===== config.mk =====
export PLATFORM = sky130hd
export DESIGN_NAME = ipd_ctrl
export DESIGN_NICKNAME = d
export VERILOG_FILES = /design/src/common/ipd_pkg.sv /design/src/design/ipd_ctrl.sv
export SDC_FILE = /design/constraint.sdc
export NUM_CORES = 1
export LEC_CHECK = 0
export BUFFER_PORTS_ARGS = -buffer_cell sky130_fd_sc_hd__buf_2
export CAP_MARGIN = 40
export CORE_MARGIN = 2
export CORE_UTILIZATION = 58
export DETAILED_ROUTE_END_ITERATION = 8
export MAX_ROUTING_LAYER = met4
export PLACE_DENSITY = 0.83
export SLEW_MARGIN = 10
export SYNTH_ARGS = -nofsm -noshare
export SYNTH_HDL_FRONTEND = slang
export SYNTH_SLANG_ARGS = --single-unit

===== constraint.sdc =====
create_clock -name i_ref_clk -period 4.4 [get_ports i_ref_clk]
set_input_delay 0.88 -clock i_ref_clk [delete_from_list [all_inputs] [get_ports i_ref_clk]]
set_output_delay 0.88 -clock i_ref_clk [all_outputs]
set_load 0.01 [all_outputs]

===== src/common/ipd_pkg.sv =====
// package for the idle / power-down controller
// assumes one system clock and a byte-wide register port
package ipd_pkg;

  // ****************************************
  // register map
  // ****************************************
  localparam logic [7:0] IPD_POWER_MODE_CONTROL_ADDR = 8'h87;
  localparam logic [7:0] IPD_IST_ADDR = 8'ha8;
  localparam logic [7:0] IPD_IMSK_ADDR = 8'ha9;
  localparam logic [7:0] IPD_POWER_MODE_CONTROL_RST = 8'h00;
  localparam logic [7:0] IPD_ZERO8 = 8'h00;

  // ****************************************
  // widths
  // ****************************************
  localparam int IPD_EXT_W = 2;
  localparam int IPD_KBI_W = 8;

  // power_mode_control layout, msb first
  typedef struct packed {
    logic baud_doubler;
    logic framing_error_select;
    logic unused;
    logic power_on_flag;
    logic general_flag_high;
    logic general_flag_low;
    logic powerdown_request;
    logic idle_request;
  } ipd_power_mode_control_t;

  // event status / mask layout
  typedef struct packed {
    logic [3:0] zero;
    logic pd_wake;
    logic idle_wake;
    logic pd_entry;
    logic idle_entry;
  } ipd_ev_t;

  // source that ended power-down or idle
  typedef struct packed {
    logic [IPD_EXT_W-1:0] ext;
    logic brownout_detector;
    logic wdt;
    logic keypad_interrupt;
    logic irq;
  } ipd_wake_t;

  typedef enum logic [1:0] {
    IPD_RUN = 2'b00,
    IPD_IDLE = 2'b01,
    IPD_PDOWN = 2'b10
  } ipd_mode_t;

endpackage


===== src/design/ipd_ctrl.sv =====
// idle and power-down mode controller with its register and event flags
// assumes the cpu, clock tree and interrupt logic honour the enables it drives
`timescale 1ns/1ns
`default_nettype none

module ipd_ctrl
  import ipd_pkg::*;
#(
  parameter int EXT_W = IPD_EXT_W,
  parameter int KBI_W = IPD_KBI_W
)
(
  // clock, reset, enable
  input wire logic i_ref_clk,
  input wire logic i_rst_n,
  input wire logic i_ce,
  // register port
  input wire logic [7:0] i_addr,
  input wire logic [7:0] i_wdata,
  input wire logic i_wr,
  input wire logic i_rd,
  output logic [7:0] o_rdata,
  // wake and reset sources
  input wire logic [EXT_W-1:0] i_ext_int_n,
  input wire logic [EXT_W-1:0] i_ext_en,
  input wire logic i_global_int_enable,
  input wire logic [KBI_W-1:0] i_keypad_pin,
  input wire logic [KBI_W-1:0] i_keypad_en,
  input wire logic i_irq_req,
  input wire logic i_bod_irq,
  input wire logic i_wdt_irq,
  input wire logic i_bod_det_en,
  input wire logic i_bod_rst,
  input wire logic i_hw_rst,
  input wire logic i_cold_rst,
  input wire logic i_por_done,
  // clock and cpu control
  output logic o_cpu_clk_en,
  output logic o_periph_clk_en,
  output logic o_osc_stop,
  output logic o_pc_hold,
  output logic o_port_hold,
  output logic o_wdt_clr,
  output logic o_cpu_reinit,
  output ipd_wake_t o_wake_src,
  output logic o_baud_doubler,
  output logic o_framing_error_select,
  output logic o_irq
);

  // ****************************************
  // wake pin synchronisers
  // ****************************************
  localparam int SW = EXT_W + KBI_W;
  logic [SW-1:0] pin_raw;
  logic [SW-1:0] pin_stable;
  assign pin_raw = {i_keypad_pin, i_ext_int_n};

  // three sampling flops and a held-level flop per pin, a change counts once the last two samples agree
  for (genvar g = 0; g < SW; g++)
  begin : g_sync
    logic s1_ff;
    logic s2_ff;
    logic s3_ff;
    logic st_ff;
    always_ff @(posedge i_ref_clk)
    begin
      if (!i_rst_n)
      begin
        s1_ff <= 1'b1;
        s2_ff <= 1'b1;
        s3_ff <= 1'b1;
        st_ff <= 1'b1;
      end
      else if (i_ce)
      begin
        s1_ff <= pin_raw[g];
        s2_ff <= s1_ff;
        s3_ff <= s2_ff;
        if (s2_ff == s3_ff)
          st_ff <= s3_ff;
      end
    end
    assign pin_stable[g] = st_ff;
  end

  logic [EXT_W-1:0] ext_n;
  logic [KBI_W-1:0] kbi_lvl;
  assign ext_n = pin_stable[EXT_W-1:0];
  assign kbi_lvl = pin_stable[SW-1:EXT_W];

  // ****************************************
  // state
  // ****************************************
  ipd_mode_t mode_ff, nxt_mode;
  ipd_power_mode_control_t power_mode_control_ff, nxt_power_mode_control;
  ipd_ev_t ist_ff, nxt_ist;
  ipd_ev_t imsk_ff;
  ipd_wake_t wake_ff, nxt_wake;
  logic [KBI_W-1:0] kbi_ref_ff;
  logic bod_armed_ff;
  logic wdt_clr_ff, nxt_wdt_clr;
  logic reinit_ff;
  logic [7:0] rdata_ff, nxt_rdata;

  // ****************************************
  // register decode
  // ****************************************
  wire power_mode_control_sel = i_addr == IPD_POWER_MODE_CONTROL_ADDR;
  wire ist_sel = i_addr == IPD_IST_ADDR;
  wire imsk_sel = i_addr == IPD_IMSK_ADDR;
  wire power_mode_control_wr = i_wr && power_mode_control_sel;
  wire imsk_wr = i_wr && imsk_sel;
  wire ist_rd = i_rd && ist_sel;
  ipd_power_mode_control_t wr_power_mode_control;
  assign wr_power_mode_control = ipd_power_mode_control_t'(i_wdata);

  // control writes only land while the cpu runs; in a stopped mode it cannot issue them
  wire run = mode_ff == IPD_RUN;
  wire enter_pd = run && power_mode_control_wr && wr_power_mode_control.powerdown_request;
  wire enter_idle = run && power_mode_control_wr && wr_power_mode_control.idle_request && !enter_pd;

  // ****************************************
  // wake decode
  // ****************************************
  // an external pin needs its own enable and the global enable
  wire [EXT_W-1:0] ext_wake = ~ext_n & i_ext_en & {EXT_W{i_global_int_enable}};
  // keypad wakes only on a move away from the level held at entry
  wire [KBI_W-1:0] kbi_move = (kbi_lvl ^ kbi_ref_ff) & i_keypad_en;
  wire kbi_wake = |kbi_move;
  wire pd_wake = (|ext_wake) || i_bod_irq || i_wdt_irq || kbi_wake;
  // brown-out reset counts only if detection was on before entry
  wire pd_rst = i_hw_rst || (i_bod_rst && bod_armed_ff);
  wire in_idle = mode_ff == IPD_IDLE;
  wire in_pd = mode_ff == IPD_PDOWN;
  wire idle_exit = in_idle && (i_irq_req || i_hw_rst);
  wire pd_exit = in_pd && (pd_wake || pd_rst);

  // ****************************************
  // mode sequencing
  // ****************************************
  always_comb
  begin
    nxt_mode = mode_ff;
    nxt_wake = wake_ff;
    nxt_wdt_clr = 1'b0;
    unique case (mode_ff)
      IPD_RUN:
      begin
        if (enter_pd)
          nxt_mode = IPD_PDOWN;
        else if (enter_idle)
          nxt_mode = IPD_IDLE;
        nxt_wdt_clr = enter_pd || enter_idle;
      end
      IPD_IDLE:
      begin
        if (idle_exit)
        begin
          nxt_mode = IPD_RUN;
          nxt_wake = '0;
          nxt_wake.irq = i_irq_req;
          nxt_wdt_clr = 1'b1;
        end
      end
      IPD_PDOWN:
      begin
        if (pd_exit)
        begin
          nxt_mode = IPD_RUN; // never falls into idle
          nxt_wake.ext = ext_wake;
          nxt_wake.brownout_detector = i_bod_irq;
          nxt_wake.wdt = i_wdt_irq;
          nxt_wake.keypad_interrupt = kbi_wake;
          nxt_wake.irq = 1'b0;
          nxt_wdt_clr = 1'b1;
        end
      end
      default:
        nxt_mode = IPD_RUN;
    endcase
  end

  // ****************************************
  // power control register
  // ****************************************
  always_comb
  begin
    nxt_power_mode_control = power_mode_control_ff;
    if (power_mode_control_wr && run)
      nxt_power_mode_control = wr_power_mode_control;
    if (idle_exit)
      nxt_power_mode_control.idle_request = 1'b0;
    if (pd_exit)
    begin
      nxt_power_mode_control.powerdown_request = 1'b0;
      nxt_power_mode_control.idle_request = 1'b0;
    end
    // detection completing beats a clearing write in the same cycle
    if (i_por_done)
      nxt_power_mode_control.power_on_flag = 1'b1;
    nxt_power_mode_control.unused = 1'b0;
  end

  // ****************************************
  // event flags: set wins over clear-on-read
  // ****************************************
  always_comb
  begin
    nxt_ist = ist_rd ? ipd_ev_t'(IPD_ZERO8) : ist_ff;
    nxt_ist.idle_entry = nxt_ist.idle_entry | enter_idle;
    nxt_ist.pd_entry = nxt_ist.pd_entry | enter_pd;
    nxt_ist.idle_wake = nxt_ist.idle_wake | idle_exit;
    nxt_ist.pd_wake = nxt_ist.pd_wake | pd_exit;
  end

  // read mux, unmapped addresses read zero
  always_comb
  begin
    nxt_rdata = IPD_ZERO8;
    if (i_rd && power_mode_control_sel)
      nxt_rdata = power_mode_control_ff;
    else if (ist_rd)
      nxt_rdata = ist_ff;
    else if (i_rd && imsk_sel)
      nxt_rdata = imsk_ff;
  end

  // ****************************************
  // flops
  // ****************************************
  always_ff @(posedge i_ref_clk)
  begin
    if (!i_rst_n)
    begin
      mode_ff <= IPD_RUN;
      power_mode_control_ff <= ipd_power_mode_control_t'(IPD_POWER_MODE_CONTROL_RST);
      ist_ff <= ipd_ev_t'(IPD_ZERO8);
      imsk_ff <= ipd_ev_t'(IPD_ZERO8);
      wake_ff <= '0;
      wdt_clr_ff <= 1'b0;
      reinit_ff <= 1'b0;
      rdata_ff <= IPD_ZERO8;
    end
    else if (i_ce)
    begin
      mode_ff <= nxt_mode;
      power_mode_control_ff <= nxt_power_mode_control;
      ist_ff <= nxt_ist;
      wake_ff <= nxt_wake;
      wdt_clr_ff <= nxt_wdt_clr;
      reinit_ff <= in_pd && i_cold_rst;
      rdata_ff <= nxt_rdata;
      if (imsk_wr)
        imsk_ff <= ipd_ev_t'({4'h0, i_wdata[3:0]});
    end
  end

  // entry snapshot of keypad levels and brown-out enable
  always_ff @(posedge i_ref_clk)
  begin
    if (!i_rst_n)
    begin
      kbi_ref_ff <= '1;
      bod_armed_ff <= 1'b0;
    end
    else if (i_ce && enter_pd)
    begin
      kbi_ref_ff <= kbi_lvl;
      bod_armed_ff <= i_bod_det_en;
    end
  end

  // ****************************************
  // outputs
  // ****************************************
  // idle keeps peripherals clocked; power-down stops the whole tree
  assign o_cpu_clk_en = run;
  assign o_periph_clk_en = !in_pd;
  assign o_osc_stop = in_pd;
  assign o_pc_hold = !run;
  assign o_port_hold = !run;
  assign o_wdt_clr = wdt_clr_ff;
  assign o_cpu_reinit = reinit_ff;
  assign o_wake_src = wake_ff;
  assign o_baud_doubler = power_mode_control_ff.baud_doubler;
  assign o_framing_error_select = power_mode_control_ff.framing_error_select;
  assign o_irq = |(ist_ff & imsk_ff);
  assign o_rdata = rdata_ff;

  // ****************************************
  // checks
  // ****************************************
  pd_priority_a: assert property (@(posedge i_ref_clk) disable iff (!i_rst_n)
    i_ce && run && power_mode_control_wr && i_wdata[1] && i_wdata[0] |=> mode_ff == IPD_PDOWN)
    else $error("both requests did not enter power-down");

  pd_clocks_a: assert property (@(posedge i_ref_clk) disable iff (!i_rst_n)
    in_pd |-> !o_cpu_clk_en && !o_periph_clk_en && o_pc_hold && o_osc_stop)
    else $error("clocks running in power-down");

  idle_clocks_a: assert property (@(posedge i_ref_clk) disable iff (!i_rst_n)
    in_idle |-> !o_cpu_clk_en && o_periph_clk_en && o_port_hold)
    else $error("idle clock gating wrong");

  idle_entry_a: assert property (@(posedge i_ref_clk) disable iff (!i_rst_n)
    i_ce && run && power_mode_control_wr && i_wdata[1:0] == 2'b01 |=> in_idle ##0 o_wdt_clr)
    else $error("idle not entered after write");

  idle_exit_a: assert property (@(posedge i_ref_clk) disable iff (!i_rst_n)
    i_ce && in_idle && i_irq_req |=> run && !power_mode_control_ff.idle_request && o_wdt_clr)
    else $error("idle not ended by interrupt");

  pd_wake_a: assert property (@(posedge i_ref_clk) disable iff (!i_rst_n)
    i_ce && in_pd && pd_wake |=> run && !power_mode_control_ff.powerdown_request && !power_mode_control_ff.idle_request)
    else $error("power-down wake did not clear request");

  pd_hold_a: assert property (@(posedge i_ref_clk) disable iff (!i_rst_n)
    i_ce && in_pd && !pd_wake && !pd_rst |=> in_pd && !o_wdt_clr)
    else $error("power-down left without a cause");

  hw_rst_exit_a: assert property (@(posedge i_ref_clk) disable iff (!i_rst_n)
    i_ce && !run && i_hw_rst |=> run ##1 !o_wdt_clr)
    else $error("hardware reset did not end low-power mode");

  cold_init_a: assert property (@(posedge i_ref_clk) disable iff (!i_rst_n)
    i_ce && in_pd && i_cold_rst |=> o_cpu_reinit && run)
    else $error("cold reset did not reinitialise cpu");

  pof_set_a: assert property (@(posedge i_ref_clk) disable iff (!i_rst_n)
    i_ce && i_por_done |=> power_mode_control_ff.power_on_flag)
    else $error("power-on flag not set");

endmodule // ipd_ctrl

`default_nettype wire


==> impl_metrics.ini <==
[critical_path]
reg2reg_setup_slack_ns = 2.34
required_ns = 4.63
class_of_the_most_critical_setup_path = primary input to register
arrival_ns = 2.58
startpoint = i_addr[5]
reg2reg_to = kbi_ref_ff[2]
critical_path_peak_fanout = 11
critPathLaunchType = primary input
worst_reg2reg_path_depth = 5
critPathCaptureType = register
timing.rr.start = mode_ff[0]
worstSetupEndpoint = kbi_ref_ff[2]

[final_layout]
finalNetCount = 491
mostFrequentLayoutCell = dfxtp_1
filler_cell_count = 433
num_antenna_cells = 0
layout.cells.non_filler = 518
layout.cells.most_common_list = 81 x dfxtp_1, 71 x buf_2, 60 x nand2_1, 46 x mux2i_1, 34 x a21oi_1
layout-drive-gt1-share_pct = 21.3
syn2layout_area_growth_pct = 17.4
utilization_pct = 71.5
fin_area_sq_um = 3990

[global_routing]
global_route_wire_length_before_repair_um = 12300
grt_antenna_before_repair = 0
track_usage_pct = 25.1
grt_start_max_net_pins = 55
grt_overflow = 0
grt_pass1_vias = 2659

[power]
clkPwrFrac_pct = 39.6
p_per_area_nw_per_um2 = 350
net-switching-power_mw = 0.328
power.static_leakage_nw = 1.75
combinationalPowerShare_pct = 6.5
post-layout-total-power_mw = 1.40
sequentialPowerShare_pct = 53.9
power.ir.vdd_worst_uv = 246
power.internal_mw = 1.07
switching_share_pct = 23.5

[synthesis]
synth_warnings = 0
post_synthesis_cell_area_sq_um = 3400
synth-edff-count = 0
most_used_flip_flop_cell_after_synthesis = dfxtp_1
synth_top_area_share_pct = 47.8
synth_area_leader_cell = dfxtp_1
seq_area_frac_synth_pct = 47.8
synth.distinct_cells = 40
postSynthNetCount = 429
synth_area_leaders = dfxtp_1 48%, mux2i_1 14%, nand2_1 6.6%
post_synth_inst_count = 379
synth.avg_cell_area_sq_um = 8.96
synth_seq_cells = 81
synthArstFlopShare_pct = 0

[placement]
io_buffer_count = 71
dpl.hpwl_um = 5040
number_of_placed_cells_counting_well_taps = 502
placedInstanceArea_sq_um = 3780
pre_cts_slack_ns = 1.73
finalWeightedCongestion = 0.846

[sta]
final_critical_path_setup_slack_ns = 2.05
period_minus_slack_ns = 2.35
fin_tns_setup_ns = 0
whs_ns = 0.467
skew_ns = 0.0106
maxClockFrequency_mhz = 425
slew_headroom_pct = 43.7
worst_pin_slew_ns = 0.842
timing_max_transition_violations_final = 0
rsz0062_at_grt = false
min_period_over_period_pct = 53.5
fin_hold_viols = 0
setup_viol = 0

[drt]
vias_per_cell = 5.70
via_count = 2955
wl_um = 7440
1st_iter_drt_viols = 213
drt-wirelength-per-cell_um = 14.4
drc = 0
route.antenna.remaining_nets = 0
detail_route.first_pass.iterations = 4

[die]
initial_utilization_pct = 60.9
die-width_um = 80.5
design.die.area_sq_um = 6480
row_count = 27
core_sq_um = 5570
die-height_um = 80.5
floorplan.io_pins = 74

[clock_tree]
clockRootBuffer = clkbuf_8
worst_skew_pair.late_latency_ns = 0.35
ctsLongestPathBuffers = 2
htreeDepth = 3
cts_resized = 0
cts_buffers = 9
cts.clk_slew.worst_paths_ns = 0.09
cts_hold_repair.buffers = 0
postCtsSetupBuffers = 0
clock_tree_from_tritoncts = built
numClockSinks = 81

[run_status]
run_status = finished clean

[hold_path]
hold_wc_startpoint = o_rdata[4]
hold_path_class = register to register

[flow_run]
drv_cap = 0
==> critical path, cell delays in order <==
cell and delay (ns):
buf_2 0.10, and4bb_1 0.26, and3_1 0.20, nand4_1 0.67, mux2i_1 0.38, nand2_1 0.08
==> power by group through the flow <==
stage,Combinational [mW],Clock [mW],Sequential (mW)
global route,0.100,0.589,0.755
CTS,0.0904,0.557,0.753
finish,0.0908,0.552,0.753
floorplan,0.0526,0,0.769
global placement,0.0840,0,0.769
detailed placement,0.0897,0,0.770
==> registers in the layout, summed over array words and instances (netlist names) <==
register / count
g_sync.s1_ff: 10
g_sync.s2_ff: 10
g_sync.s3_ff: 10
g_sync.st_ff: 10
kbi_ref_ff: 8
o_rdata: 7
o_wake_src: 6
power_mode_control_ff: 5
imsk_ff: 4
ist_ff: 4
mode_ff: 2
bod_armed_ff: 1
o_baud_doubler: 1
o_cpu_reinit: 1
o_framing_error_select: 1
o_wdt_clr: 1
==> synth_stat cells (2+ instances only) <==
cell type	number
nand2_1	60
nand4_1	5
a222oi_1	4
buf_2	5
o21ai_1	2
nor3_1	3
and2_1	3
nor2b_1	3
xor2_1	8
a211oi_1	5
o21a_1	2
nand3_1	10
clkbuf_1	15
o22ai_1	4
nor2_1	26
inv_1	7
a22oi_1	7
dfxtp_1	81
a21oi_1	34
mux2i_1	46
o21ai_0	17
buf_4	2
nand2b_1	13
==> how the worst min path moves through the flow <==
stage / endpoint / cells past startpoint
global placement: o_cpu_reinit / 2
CTS: o_cpu_reinit / 2
floorplan: power_mode_control_ff[0] / 2
global route: o_rdata[4] / 2
finish: o_rdata[4] / 2
detailed placement: g_sync[5].s3_ff / 2
==> logic make-up after synthesis <==
family,count (synthesis),synth area share [%]
simple gates,133,18.7
flops,81,47.8
compound gates,79,13.8
mux,46,13.6
buf+inv,31,4.05
xor+xnor,8,2.06
other cells,1,0.110
==> metal layers <==
metal,global-route usage [%],vias up,wire [um]
met5,-,-,0
met3,4.38,14,343
li1,-,1444,-
met4,11.4,0,159
met2,38.8,100,3570
met1,32.3,1397,3370
==> layout make-up <==
cell class | instances | area (sq um) | area share (%)
sequential | 81 | 1620 | 40.7
multi-input combinational | 267 | 1640 | 41.1
tap | 72 | 90.1 | 2.26
clock buffer | 11 | 141 | 3.55
inverter | 7 | 26.3 | 0.659
timing repair buffer | 75 | 405 | 10.2
clock inverter | 5 | 63.8 | 1.60
Power figures use the tool's default switching activity.
